## config.mk

```make
export PLATFORM = sky130hd
export DESIGN_NAME = monitor_mode_debug_control
export DESIGN_NICKNAME = d
export VERILOG_FILES = /design/src/rtl/dbg_pkg.sv /design/src/rtl/monitor_mode_debug_control.sv
export VERILOG_INCLUDE_DIRS = /design/src /design/src/rtl
export SDC_FILE = /design/constraint.sdc
export NUM_CORES = 1
export LEC_CHECK = 0
export CAP_MARGIN = 20
export CORE_UTILIZATION = 40
export CTS_BUF_LIST = sky130_fd_sc_hd__clkbuf_4 sky130_fd_sc_hd__clkbuf_8
export DETAILED_ROUTE_END_ITERATION = 10
export DONT_BUFFER_PORTS = 1
export SLEW_MARGIN = 20
export SYNTH_ARGS = -nofsm -noshare
export SYNTH_HDL_FRONTEND = slang
export SYNTH_SLANG_ARGS = --single-unit
```

## constraint.sdc

```tcl
create_clock -name clk_sys_in -period 8.5 [get_ports clk_sys_in]
set_input_delay 0.425 -clock clk_sys_in [delete_from_list [all_inputs] [get_ports clk_sys_in]]
set_output_delay 0.425 -clock clk_sys_in [all_outputs]
set_load 0.05 [all_outputs]
```

## src/rtl/dbg_defs.svh

```systemverilog
/*
 * Constants for the monitor-mode debug control block: register field
 * positions, reset values and scan command codes.
 * Assumes it is included by bare name from the design file.
 */
`ifndef DBG_DEFS_SVH
`define DBG_DEFS_SVH

// ----------------------------------------------------------------
// debug control register fields
// ----------------------------------------------------------------
`define CTRL_WIDTH 6
`define CTRL_RESET 6'h00
`define CTRL_BIT_MONITOR 4
`define CTRL_BIT_CMP_OFF 5

// ----------------------------------------------------------------
// debug coprocessor register numbers
// ----------------------------------------------------------------
`define CP_REG_RX 4'h0
`define CP_REG_TX 4'h1
`define CP_REG_ABORT 4'h2

// ----------------------------------------------------------------
// scan command codes (4-bit address field of the scan word)
// ----------------------------------------------------------------
`define SCAN_ADDR_CTRL 4'h0
`define SCAN_ADDR_STATUS 4'h1
`define SCAN_ADDR_COMM_CTRL 4'h4
`define SCAN_ADDR_COMM_DATA 4'h5
`define SCAN_ADDR_CMP_BASE 4'h8
`define SCAN_WORD_LEN 37

`endif

```

## src/rtl/dbg_pkg.sv

```systemverilog
/*
 * Types shared by the monitor-mode debug control block.
 * Assumes the matching _defs header supplies the numeric constants.
 */
package dbg_pkg;
	typedef struct packed {
		logic [31:0] addr;
		logic instr;
		logic valid;
	} core_access_s;

	typedef struct packed {
		logic abort_instr;
		logic abort_data;
		logic halt;
	} debug_event_s;

	typedef enum logic [1:0] {
		TAP_IDLE = 2'b00,
		TAP_SHIFT = 2'b01,
		TAP_UPDATE = 2'b10
	} tap_state_e;
endpackage : dbg_pkg

```

## src/rtl/monitor_mode_debug_control.sv

```systemverilog
/*
 * Monitor-mode debug control: programmable comparators, debug control register,
 * abort status register, target/host communication channel, and a compact
 * serial scan port for the external debugger.
 * Assumes tck/tms/tdi are asynchronous pins and the core reads and writes the
 * debug coprocessor synchronously on clk_sys_in.
 */
`timescale 1ns/1ps
`include "dbg_defs.svh"

// Notes on behaviour
// RULE1: software programs address and kind for each comparator that fires a breakpoint or watchpoint.
// RULE2: with the monitor bit set a hit raises an instruction or data abort, otherwise it halts the core.
// RULE3: with the comparator-disable bit set no hit is reported, and clearing it makes new values live.
// RULE4: in monitor mode the interrupt lines pass to the core untouched; only a halt masks them.
// RULE5: the abort status register tells whether the last abort came from a real fault or a debug hit.
// RULE6: a receive and a transmit word with full flags carry data between target and host debugger.
// RULE7: the host drives control, comparators and the channel through the serial test access port.
module monitor_mode_debug_control #(
	parameter int NUM_CMP = 2
) (
	input wire logic clk_sys_in,
	input wire logic rst_in,
	input wire logic tck_in,
	input wire logic tms_in,
	input wire logic tdi_in,
	output logic tdo_out,
	input wire dbg_pkg::core_access_s access_in,
	input wire logic mem_abort_in,
	input wire logic irq_in,
	input wire logic fiq_in,
	output logic irq_out,
	output logic fiq_out,
	output dbg_pkg::debug_event_s event_out,
	input wire logic cp_wr_in,
	input wire logic cp_rd_in,
	input wire logic [3:0] cp_reg_in,
	input wire logic [31:0] cp_wdata_in,
	output logic [31:0] cp_rdata_out,
	input wire logic resume_in
);
	import dbg_pkg::*;

	// ----------------------------------------------------------------
	// pin synchronisers
	// ----------------------------------------------------------------
	logic [2:0] pin_meta_q, pin_sync_q;
	logic tck_prev_q;
	always_ff @(posedge clk_sys_in or posedge rst_in) begin
		if (rst_in) begin
			pin_meta_q <= 3'h0;
			pin_sync_q <= 3'h0;
			tck_prev_q <= 1'b0;
		end else begin
			pin_meta_q <= {tck_in, tms_in, tdi_in};
			pin_sync_q <= pin_meta_q;
			tck_prev_q <= pin_sync_q[2];
		end
	end
	logic tck_rise;
	assign tck_rise = pin_sync_q[2] & ~tck_prev_q;

	// ----------------------------------------------------------------
	// state
	// ----------------------------------------------------------------
	logic [`CTRL_WIDTH-1:0] ctrl_q, ctrl_d;
	logic [31:0] cmp_addr_q [NUM_CMP], cmp_addr_d [NUM_CMP];
	logic [NUM_CMP-1:0] cmp_data_q, cmp_data_d;
	logic [NUM_CMP-1:0] cmp_en_q, cmp_en_d;
	logic [31:0] rx_q, rx_d, tx_q, tx_d;
	logic rx_full_q, rx_full_d, tx_full_q, tx_full_d;
	logic abort_dbg_q, abort_dbg_d;
	logic halted_q, halted_d;
	debug_event_s event_q, event_d;
	tap_state_e tap_q, tap_d;
	logic [`SCAN_WORD_LEN-1:0] shift_q, shift_d;
	logic [31:0] rdata_q, rdata_d;

	// ----------------------------------------------------------------
	// comparators
	// ----------------------------------------------------------------
	logic [NUM_CMP-1:0] hit;
	genvar g;
	generate
		for (g = 0; g < NUM_CMP; g++) begin : g_cmp
			// a comparator fires only on matching address and access kind [RULE1]
			assign hit[g] = cmp_en_q[g] & access_in.valid & (access_in.addr == cmp_addr_q[g])
				& (access_in.instr != cmp_data_q[g]);
		end
	endgenerate

	logic any_hit;
	// disable bit gates every comparator while they are rewritten [RULE3]
	assign any_hit = (|hit) & ~ctrl_q[`CTRL_BIT_CMP_OFF];

	// only a halt stops interrupts; monitor mode keeps them flowing [RULE4]
	assign irq_out = irq_in & ~halted_q;
	assign fiq_out = fiq_in & ~halted_q;
	assign event_out = event_q;
	assign cp_rdata_out = rdata_q;
	assign tdo_out = shift_q[0];

	// ----------------------------------------------------------------
	// next-state logic
	// ----------------------------------------------------------------
	logic [3:0] scan_addr;
	logic scan_wr;
	logic [31:0] scan_data;
	int idx;
	always_comb begin
		ctrl_d = ctrl_q;
		cmp_addr_d = cmp_addr_q;
		cmp_data_d = cmp_data_q;
		cmp_en_d = cmp_en_q;
		rx_d = rx_q;
		tx_d = tx_q;
		rx_full_d = rx_full_q;
		tx_full_d = tx_full_q;
		abort_dbg_d = abort_dbg_q;
		halted_d = halted_q;
		event_d = '0;
		tap_d = tap_q;
		shift_d = shift_q;
		rdata_d = rdata_q;
		scan_addr = shift_q[36:33];
		scan_wr = shift_q[32];
		scan_data = shift_q[31:0];
		idx = 0;

		// hit handling: monitor bit picks abort versus halt [RULE2]
		if (any_hit && !halted_q) begin
			if (ctrl_q[`CTRL_BIT_MONITOR]) begin
				event_d.abort_instr = access_in.instr;
				event_d.abort_data = ~access_in.instr;
			end else begin
				event_d.halt = 1'b1;
				halted_d = 1'b1;
			end
		end
		if (resume_in)
			halted_d = 1'b0;

		// record the cause of each abort; debug hit wins a tie [RULE5]
		if (mem_abort_in)
			abort_dbg_d = 1'b0;
		if (any_hit && !halted_q && ctrl_q[`CTRL_BIT_MONITOR])
			abort_dbg_d = 1'b1;

		// core side of the channel [RULE6]
		if (cp_rd_in) begin
			case (cp_reg_in)
				`CP_REG_RX: begin
					rdata_d = rx_q;
					rx_full_d = 1'b0;
				end
				`CP_REG_TX: rdata_d = {30'h0, tx_full_q, rx_full_q};
				`CP_REG_ABORT: rdata_d = {31'h0, abort_dbg_q};
				default: rdata_d = 32'h0;
			endcase
		end
		if (cp_wr_in && cp_reg_in == `CP_REG_TX) begin
			tx_d = cp_wdata_in;
			tx_full_d = 1'b1;
		end

		// serial port: tms high shifts, tms low after a shift updates [RULE7]
		if (tck_rise) begin
			case (tap_q)
				TAP_IDLE: begin
					if (pin_sync_q[1])
						tap_d = TAP_SHIFT;
				end
				TAP_SHIFT: begin
					shift_d = {pin_sync_q[0], shift_q[`SCAN_WORD_LEN-1:1]};
					if (!pin_sync_q[1])
						tap_d = TAP_UPDATE;
				end
				TAP_UPDATE: begin
					tap_d = TAP_IDLE;
					if (scan_wr) begin
						if (scan_addr == `SCAN_ADDR_CTRL)
							ctrl_d = scan_data[`CTRL_WIDTH-1:0];
						else if (scan_addr == `SCAN_ADDR_COMM_DATA) begin
							rx_d = scan_data;
							rx_full_d = 1'b1;
						end else if (scan_addr >= `SCAN_ADDR_CMP_BASE) begin
							// two codes per comparator: even watches instructions, odd watches data [RULE1]
							idx = int'((scan_addr - `SCAN_ADDR_CMP_BASE) >> 1);
							if (idx < NUM_CMP) begin
								cmp_addr_d[idx] = scan_data;
								cmp_data_d[idx] = scan_addr[0];
								cmp_en_d[idx] = 1'b1;
							end
						end
					end else begin
						case (scan_addr)
							`SCAN_ADDR_CTRL: shift_d = {5'h0, 26'h0, ctrl_q};
							`SCAN_ADDR_STATUS: shift_d = {5'h0, 30'h0, halted_q, abort_dbg_q};
							`SCAN_ADDR_COMM_CTRL: shift_d = {5'h0, 30'h0, tx_full_q, rx_full_q};
							`SCAN_ADDR_COMM_DATA: begin
								shift_d = {5'h0, tx_q};
								tx_full_d = 1'b0;
							end
							default: shift_d = '0;
						endcase
					end
				end
				default: tap_d = TAP_IDLE;
			endcase
		end
		// a core write in the same cycle as a host drain keeps the word [RULE6]
		if (cp_wr_in && cp_reg_in == `CP_REG_TX)
			tx_full_d = 1'b1;
	end

	// ----------------------------------------------------------------
	// registers
	// ----------------------------------------------------------------
	always_ff @(posedge clk_sys_in or posedge rst_in) begin
		if (rst_in) begin
			ctrl_q <= `CTRL_RESET;
			for (int i = 0; i < NUM_CMP; i++)
				cmp_addr_q[i] <= 32'h0;
			cmp_data_q <= '0;
			cmp_en_q <= '0;
			rx_q <= 32'h0;
			tx_q <= 32'h0;
			rx_full_q <= 1'b0;
			tx_full_q <= 1'b0;
			abort_dbg_q <= 1'b0;
			halted_q <= 1'b0;
			event_q <= '0;
			tap_q <= TAP_IDLE;
			shift_q <= '0;
			rdata_q <= 32'h0;
		end else begin
			ctrl_q <= ctrl_d;
			cmp_addr_q <= cmp_addr_d;
			cmp_data_q <= cmp_data_d;
			cmp_en_q <= cmp_en_d;
			rx_q <= rx_d;
			tx_q <= tx_d;
			rx_full_q <= rx_full_d;
			tx_full_q <= tx_full_d;
			abort_dbg_q <= abort_dbg_d;
			halted_q <= halted_d;
			event_q <= event_d;
			tap_q <= tap_d;
			shift_q <= shift_d;
			rdata_q <= rdata_d;
		end
	end
endmodule : monitor_mode_debug_control

```

# After elaboration in Yosys (flattened, before gate mapping)
# Cells that the tools add are included.
[word_totals]
wordCells = 119
reg_bits = 223
input_bits = 81
out_inout_bits = 38
[classes]
bitwise = 18
n_reduce_logical = 24
n_addsub = 1
order_cmp = 6
n_mux = 33
n_eq_ne = 16
[ops]
columns = ["operator", "count"]
rows = [
  ["$pmux W32 S4", 1],
  ["$pmux W32 S3", 1],
  ["$pmux W37 S2", 1],
  ["$bwmux W64", 1],
  ["$eq A32 B32 Y1", 2],
  ["$lt A31 B2 Y1 const B", 2],
  ["$mux W37", 1],
  ["$demux W32 S1", 1],
  ["$ge A32 B2 Y1 const B", 1],
  ["$lt A32 B1 Y1 const B", 1],
  ["$mux W32", 1],
  ["$not A31 Y32", 1],
  ["$ge A31 B1 Y1 const B", 1],
  ["$mux W1", 19],
  ["$reduce_bool A2 Y1", 6],
  ["$and A1 B1 Y1", 10],
  ["$eq A4 B1 Y1 const B", 2],
  ["$eq A4 B3 Y1 const B", 2],
  ["$logic_not A4 Y1", 2],
  ["$ne A2 B2 Y1 const B", 4],
  ["$reduce_and A4 Y1", 2],
  ["$reduce_and A7 Y1", 1],
  ["$mux W2", 3],
  ["$not A1 Y1", 6],
  ["other kinds (19)", 26],
]

# Depth between registers and ports, before layout
# Gate-level depths: netlist of the first run.
[logic_depth]
depth_word = 8
ltp_mapped = 8
ltp_nobuf = 7

# Worst setup path after synthesis of the first run
# No wires, ideal clock.
[synth_timing]
path_kind = "register to register"
startpoint = "reg tap_q[0]"
endpoint = "reg cmp_addr_q[40] in the netlist's numbering"
required_ps = 8375
synth_period_minus_slack_ps = 1858
arrival_time_ps = 1734
stages_incl_launch_ff = 9
setup_ps = 125
path_buffers = 2
setup_slack_ps = 6642
cell_sequence = "dfrtp_1 -> inv_1 -> ha_1 -> nand3_4 -> nor3b_2 -> and2b_2 -> buf_6 -> buf_12 -> mux2_2"
[synth_between]
elab_chain_len = 2
[synth_lines]
columns = ["item", "line", "source"]
rows = [
  ["start: declaration", "monitor_mode_debug_control.sv:75", "tap_state_e tap_q, tap_d;"],
  ["start signal: assignment", "monitor_mode_debug_control.sv:248", "tap_q <= tap_d;"],
  ["$eq A2 B2 Y1", "monitor_mode_debug_control.sv:168", "case (tap_q)"],
  ["$reduce_and A7 Y1 (no source line)", "--", ""],
  ["end signal: assignment", "monitor_mode_debug_control.sv:238", "cmp_addr_q <= cmp_addr_d;"],
  ["end: declaration", "monitor_mode_debug_control.sv:67", "logic [31:0] cmp_addr_q [NUM_CMP], cmp_addr_d [NUM_CMP];"],
]
# No other way between the ends.
# A chain may end at the register's enable or synchronous reset.

# Worst setup path after layout of the first run
[layout_timing]
startpoint = "reg tap_q[0]"
endpoint = "reg rx_q[19]"
[layout_between]
elab_chain_len = 2
[layout_lines]
columns = ["item", "line", "source"]
rows = [
  ["$eq A2 B2 Y1", "monitor_mode_debug_control.sv:168", ""],
  ["$reduce_and A5 Y1 (no source line)", "--", ""],
  ["end signal: assignment", "monitor_mode_debug_control.sv:241", "rx_q <= rx_d;"],
  ["end: declaration", "monitor_mode_debug_control.sv:70", "logic [31:0] rx_q, rx_d, tx_q, tx_d;"],
]
# No other way between the ends.

==> qor.yml, run 1 <==
clock_tree:
  cts_setup_buffers: 0
  root_buffer: "clkbuf_8"
  htree_levels: 2
  clockBufferDepth: 3
  insertion_delay_ps: 540
  clkTransAtPathRegs_ps: 60
  numCtsBuffers: 38
  cts_sinks: 223
  cts_tree: "yes"
floorplan:
  initial_utilization_pct: 41.3
  die_y_um: 159
  rows: 56
  die_area_um2: 25200
  die_w_um: 159
  core_um2: 23800
  ioPinCount: 119
routing:
  wl_per_cell_um: 20.7
  wirelength_mm: 23.9
  first_iter_violations: 419
  vias: 6083
  first_pass_iters: 5
  drc_errors: 0
  drtAntennaViolNets: 0
  vias_per_cell: 5.26
synthesis:
  yosysTopAreaCell: "dfrtp_1"
  synth-compound-area-share_pct: 7.35
  synth_area_per_cell_um2: 12.3
  netlist_area_um2: 9810
  synth_xor_area_share_pct: 5.89
  ys_top_cells_by_area: "dfrtp_1 (57%), mux2_2 (16%), xnor2_1 (5.6%), o21ai_0 (2.6%), inv_1 (2.5%)"
  synthMuxAreaShare_pct: 16.4
  synthArstFlopShare_pct: 100
  syn_nets: 880
  synth_cells: 796
  synth_top_family_by_area: "multiplexers"
  ys_seq_area_share_pct: 56.9
  ys_types: 47
  synth_top_cell_area_share_pct: 56.9
  yosysMostFrequentCell: "dfrtp_1"
  synth_edf_count: 0
  synthSimpleGateAreaFrac_pct: 7.90
  yosys_warnings: 0
  synth_common_cells: "dfrtp_1 (223), mux2_2 (137), inv_1 (65)"
  synth_fa_ha_area_share_pct: 0.383
  synth_seq_cells: 223
  ys.flop_type: "dfrtp_1"
global_route:
  grt_overflow: 0
  grt_usage_pct: 19.9
  grt_start_max_net_pins: 143
  grt_antenna_before_repair: 0
  grt_pass1_vias: 6258
  grt_pass1_wl_mm: 36.9
hold_path:
  hp-class: "in -> reg"
sta:
  rsz0062_at_grt: "no"
  fin_crit_sh_pct: 29.8
  fin_setup_tns_ps: 0
  relSlewSlack_pct: 28.3
  hold_ws_ps: 25.0
  slew_viol_final: 0
  clock_skew_ps: 38.2
  fmax_mhz: 394
  worstMarginPinSlew_ps: 1070
  finalHoldViolations: 0
  finalSetupViolCount: 0
  post-route-min-period_ps: 2540
worst_setup_path:
  timing.rr.start: "tap_q[0]$_DFFE_PP0P_"
  crit_path_max_incr_delay_ps: 680
  worstSetupStartpoint: "tap_q[0]$_DFFE_PP0P_"
  crit_path_end_kind: "flop"
  cp.required_ps: 8890
  reg2reg_slack_ps: 5960
  cp_data_arrival_time_ps: 2930
  crit_end: "rx_q[19]$_DFFE_PP0P_"
  startpoint_type: "flop"
  critPathMaxFanout: 23
  worst_r2r_path_depth: 6
  cpMaxStageDelayCell: "nor4_4"
  critPathKind: "reg -> reg"
  crit_chain: "inv_1 -> ha_1 -> nand3_4 -> nor4_4 -> buf_4 -> mux2_2"
  r2r_end: "rx_q[19]$_DFFE_PP0P_"
cells_and_area:
  fin_nets: 896
  fillers: 2173
  syn_to_final_growth_pct: 11.0
  final_cells: 1157
  drive_gt1_share_pct: 26.4
placement:
  gp_congestion: 0.884
  dp_hpwl_mm: 16.1
  dp_cells: 1083
  portBuffers: 0
power:
  power_density_nw_per_um2: 254
  peakVddDrop_mv: 0.119
  power.leakage_nw: 4.88
  totalPowerFinal_mw: 2.77
status:
  outcome: "finished clean"
job:
  drv_cap: 0
[power breakdown]
group          switching [mW]  internal [mW]
logic                   0.206          0.157
registers               0.209           1.21
clock network           0.420          0.574
[layer usage]
metal / share of wire, % / global-route usage, % / wire (um) / vias up
li1: - / - / - / 2827
met2: 45 / 30.0 / 10700 / 187
met1: 45 / 27.2 / 10800 / 3028
met3: 8.2 / 6.04 / 1960 / 41
met5: 0 / 0 / 0 / -
met4: 2.0 / 6.87 / 474 / 0
[worst min-delay path by stage]
| stage | startpoint | end | slack [ps] | cells past startpoint |
|---|---|---|---|---|
| 2_1_floorplan | pin_meta_q[0]$_DFF_PP0_ | pin_sync_q[0]$_DFF_PP0_ | 330 | 0 |
| 3_3_place_gp | pin_meta_q[1]$_DFF_PP0_ | pin_sync_q[1]$_DFF_PP0_ | 340 | 0 |
| 3_5_place_dp | pin_meta_q[2]$_DFF_PP0_ | pin_sync_q[2]$_DFF_PP0_ | 330 | 0 |
| 4_1_cts | cp_rd_in | cp_rdata_out[8]$_DFFE_PP0P_ | 0.8 | 1 |
| 5_1_grt | cp_rd_in | cp_rdata_out[17]$_DFFE_PP0P_ | 2 | 1 |
| 6_report | cp_rd_in | cp_rdata_out[17]$_DFFE_PP0P_ | 20 | 1 |
[repair_timing]
item / CTS / global route
endpoints found under the hold margin: 28 / 0
hold buffers: 7 / 0
resized for setup: 0 / 0
[cells by family after synthesis]
logic type,Yosys count
XOR/XNOR,66
buffers and inverters,102
flip-flops,223
AO/OA/AOI/OAI,119
adder cells (fa/ha/maj),3
multiplexers,141
AND/OR/NAND/NOR,142
[sequential cells by signal, indices dropped and copies added, names as in the netlist, 3 cells and up]
| signal | cells |
|---|---|
| tx_q | 32 |
| cmp_addr_q | 64 |
| shift_q | 37 |
| ctrl_q | 6 |
| pin_meta_q | 3 |
| pin_sync_q | 3 |
| rx_q | 32 |
| cp_rdata_out | 32 |
| event_out | 3 |
[critical path, delay by kind of cell, from the launching register on]
kind / cells / cell delay (ps)
adders and majority gates: 1 / 270
muxes: 1 / 380
and+or+nand+nor: 2 / 800
DFF: 1 / 390
buffers and inverters: 2 / 560
[through the flow]
stage          worst slack [ps]  cell area, um2  util [%]
3_5_place_dp               6000           10000      42.1
3_3_place_gp               6040            9990      42.1
2_1_floorplan              1970            9810         -
4_1_cts                    5980           10900      45.7
6_report                   5960           10900      45.9
5_1_grt                    5780           10900      45.8
[area by class of cell]
type                       instances  area [um2]  share of cell area [%]
sequential                       223        5580                    51.2
multi-input combinational        471        3730                    34.3
clock buffer                      63         779                    7.16
tap                              319         399                    3.66
inverter                          66         255                    2.34
timing repair buffer              12         131                    1.21
clock inverter                     1        7.51                  0.0689
antenna                            2        5.00                  0.0460
[cells in the final DEF, fill, tap and decap left out, types with 2 or more instances in the layout]
master and count:
a211oi_1 3, a21o_1 2, a21oi_1 32, a221oi_1 25
a22oi_1 6, and2_1 2, buf_4 3, clkbuf_4 14
clkbuf_8 49, dfrtp_1 223, diode_2 2, dlygate4sd3_1 7
ha_1 3, inv_1 64, mux2_2 137, mux4_2 2
nand2_1 51, nand2_2 2, nand2b_1 4, nand3_1 8
nand4_1 32, nand4b_1 3, nor2_1 9, nor2b_1 4
nor3_1 9, nor4_1 5, o21ai_0 50, xnor2_1 63
xor2_1 3
(Power assumes the default switching activity.)
==> inputs of run 2 (changes only) <==
==> constraint.sdc (replaced) <==
create_clock -name clk_sys_in -period 2.6 [get_ports clk_sys_in]
set_input_delay 0.13 -clock clk_sys_in [delete_from_list [all_inputs] [get_ports clk_sys_in]]
set_output_delay 0.13 -clock clk_sys_in [all_outputs]
set_load 0.05 [all_outputs]
==> qor.yml, run 2 (synthesis gave the netlist of run 1 again) <==
status:
  outcome: "finished clean"  # unchanged
worst_setup_path:
  timing.rr.start: "cmp_addr_q[44]$_DFFE_PP0P_"  # was tap_q[0]$_DFFE_PP0P_
  critPathKind: "reg -> reg"  # unchanged
  startpoint_type: "flop"  # unchanged
  cp_data_arrival_time_ps: 2840  # was 2930 ps
  r2r_end: "halted_q$_DFFE_PP0P_"  # was rx_q[19]$_DFFE_PP0P_
  crit_path_end_kind: "flop"  # unchanged
  critPathMaxFanout: 2  # was 23
  cp.required_ps: 3060  # was 8890 ps
  worst_r2r_path_depth: 6  # unchanged
  reg2reg_slack_ps: 220  # was 5960 ps
clock_tree:
  cts_tree: "yes"  # unchanged
  root_buffer: "clkbuf_8"  # unchanged
  cts.repair.resized: 0  # unchanged
  insertion_delay_ps: 530  # was 540 ps
  ctsHoldBuffers: 50  # was 7
  cts_setup_buffers: 0  # unchanged
  cts_sinks: 223  # unchanged
  htree_levels: 2  # unchanged
  clockBufferDepth: 3  # unchanged
  numCtsBuffers: 39  # was 38
  clkTransAtPathRegs_ps: 60  # about the same
sta:
  worstMarginPinSlew_ps: 916  # was 1070 ps
  fmax_mhz: 420  # was 394 MHz
  rsz0062_at_grt: "no"  # unchanged
  slew_viol_final: 0  # unchanged
  finalSetupViolCount: 0  # unchanged
  finalHoldViolations: 0  # unchanged
  fin_crit_sh_pct: 91.5  # was 29.8%
  hold_ws_ps: 28.5  # was 25.0 ps
  post-route-min-period_ps: 2380  # was 2540 ps
  relSlewSlack_pct: 38.8  # was 28.3%
  clock_skew_ps: 28.9  # was 38.2 ps
  setup_ws_ps: 222  # was 5960 ps
hold_path:
  hold_end: "abort_dbg_q$_DFFE_PP0P_"  # was cp_rdata_out[17]$_DFFE_PP0P_
  hp-class: "in -> reg"  # unchanged
  hold_depth: 5  # was 1
  min_from: "access_in[2]"  # was cp_rd_in
routing:
  vias_per_cell: 5.12  # was 5.26
  drtAntennaViolNets: 0  # unchanged
  wirelength_mm: 23.4  # was 23.9 mm
  first_iter_violations: 405  # was 419
  first_pass_iters: 4  # was 5
  vias: 6182  # was 6083
  wl_per_cell_um: 19.4  # was 20.7 um
  drc_errors: 0  # unchanged
power:
  power.leakage_nw: 5.12  # was 4.88 nW
  power_density_nw_per_um2: 802  # was 254 nW/um2
  peakVddDrop_mv: 0.341  # was 0.119 mV
placement:
  dp_hpwl_mm: 16.4  # was 16.1 mm
  portBuffers: 0  # unchanged
  dp_cells: 1093  # was 1083
  place_ws_ps: 602  # was 6000 ps
  gp_congestion: 0.890  # was 0.884
  dpl_cell_area_um2: 10100  # was 10000 um2
cells_and_area:
  final_cells: 1207  # was 1157
  layout_common_cells: "dfrtp_1 (223), mux2_2 (137), inv_1 (64), xnor2_1 (63), nand2_1 (51)"  # unchanged
  fillers: 2135  # was 2173
  antennaDiodeCount: 0  # was 2
  drive_gt1_share_pct: 25.9  # was 26.4%
  largest_reg_flops: 64  # unchanged
  syn_to_final_growth_pct: 16.5  # was 11.0%
  layout_commonest_cell: "dfrtp_1"  # unchanged
  final_cell_area_um2: 11400  # was 10900 um2
  fin_nets: 949  # was 896
  reg_top3: "cmp_addr_q (64), shift_q (37)"  # unchanged
  largest_register: "cmp_addr_q"  # unchanged
job:
  drv_cap: 0  # unchanged
global_route:
  grt_pass1_wl_mm: 37.2  # was 36.9 mm
  grt_pass1_vias: 6541  # was 6258
  grt_overflow: 0  # unchanged
  grt_start_max_net_pins: 73  # was 143
  grt_usage_pct: 19.8  # was 19.9%
  grt_antenna_before_repair: 0  # unchanged
floorplan:
  die_w_um: 159  # unchanged
  die_area_um2: 25200  # unchanged
  ioPinCount: 119  # unchanged
  die_y_um: 159  # unchanged
  rows: 56  # unchanged
  core_um2: 23800  # unchanged
  initial_utilization_pct: 41.3  # unchanged
run 2: changes by cell type in the layout (fill, tap and decap cells not counted), moves of 2 or more:
cell | before | now
diode_2 | 2 | 0
clkbuf_8 | 49 | 41
buf_4 | 3 | 9
clkinv_2 | 0 | 8
buf_12 | 0 | 6
bufinv_16 | 0 | 3
clkbuf_4 | 14 | 11
dlygate4sd3_1 | 7 | 49
run 2: layout make-up:
cell class,instances,area [um2],share of cell area [%]
timing repair buffer,64,678,5.94
sequential,223,5580,48.9
tap,319,399,3.49
multi-input combinational,471,3730,32.6
clock buffer,52,647,5.66
clock inverter,12,138,1.20
inverter,66,251,2.20
run 2: critical path, stage by stage, from the launching register on:
cell and delay, ps:
dfrtp_1 390, xnor2_1 330, nand4_1 130, nor4_1 650, nand4_1 170, nand3_1 100, dlygate4sd3_1 540
run 2: stage by stage:
step | power [mW] | TNS, ps | util (%)
global route | 9.67 | 0 | 48.1
finish | 9.16 | 0 | 48.1
detailed placement | 5.87 | 0 | 42.6
floorplan | 5.33 | -98130 | -
CTS | 9.28 | 0 | 48.1
global placement | 5.83 | 0 | 42.6
run 2: worst max-delay path by stage:
stage / from / to / slack [ps]
global route: cmp_addr_q[12]$_DFFE_PP0P_ / halted_q$_DFFE_PP0P_ / 130
floorplan: rst_in / abort_dbg_q$_DFFE_PP0P_ / -440
global placement: tap_q[0]$_DFFE_PP0P_ / cmp_addr_q[52]$_DFFE_PP0P_ / 650
finish: cmp_addr_q[44]$_DFFE_PP0P_ / halted_q$_DFFE_PP0P_ / 220
CTS: cmp_addr_q[52]$_DFFE_PP0P_ / halted_q$_DFFE_PP0P_ / 290
detailed placement: tap_q[0]$_DFFE_PP0P_ / cmp_addr_q[39]$_DFFE_PP0P_ / 600
run 2: where the power goes:
group	switching [mW]	leakage, nW	internal, mW	total [mW]
Sequential	0.668	2.96	3.94	4.61
Clock	1.38	0.419	1.91	3.29
Combinational	0.682	1.74	0.586	1.27
run 2: routing by layer:
layer | GRT usage, % | up-vias | part of all wire, %
li1 | - | 2923 | -
met1 | 27.0 | 3050 | 45
met2 | 29.8 | 169 | 45
met3 | 6.29 | 40 | 7.9
met4 | 6.46 | 0 | 2.0
met5 | 0 | - | 0
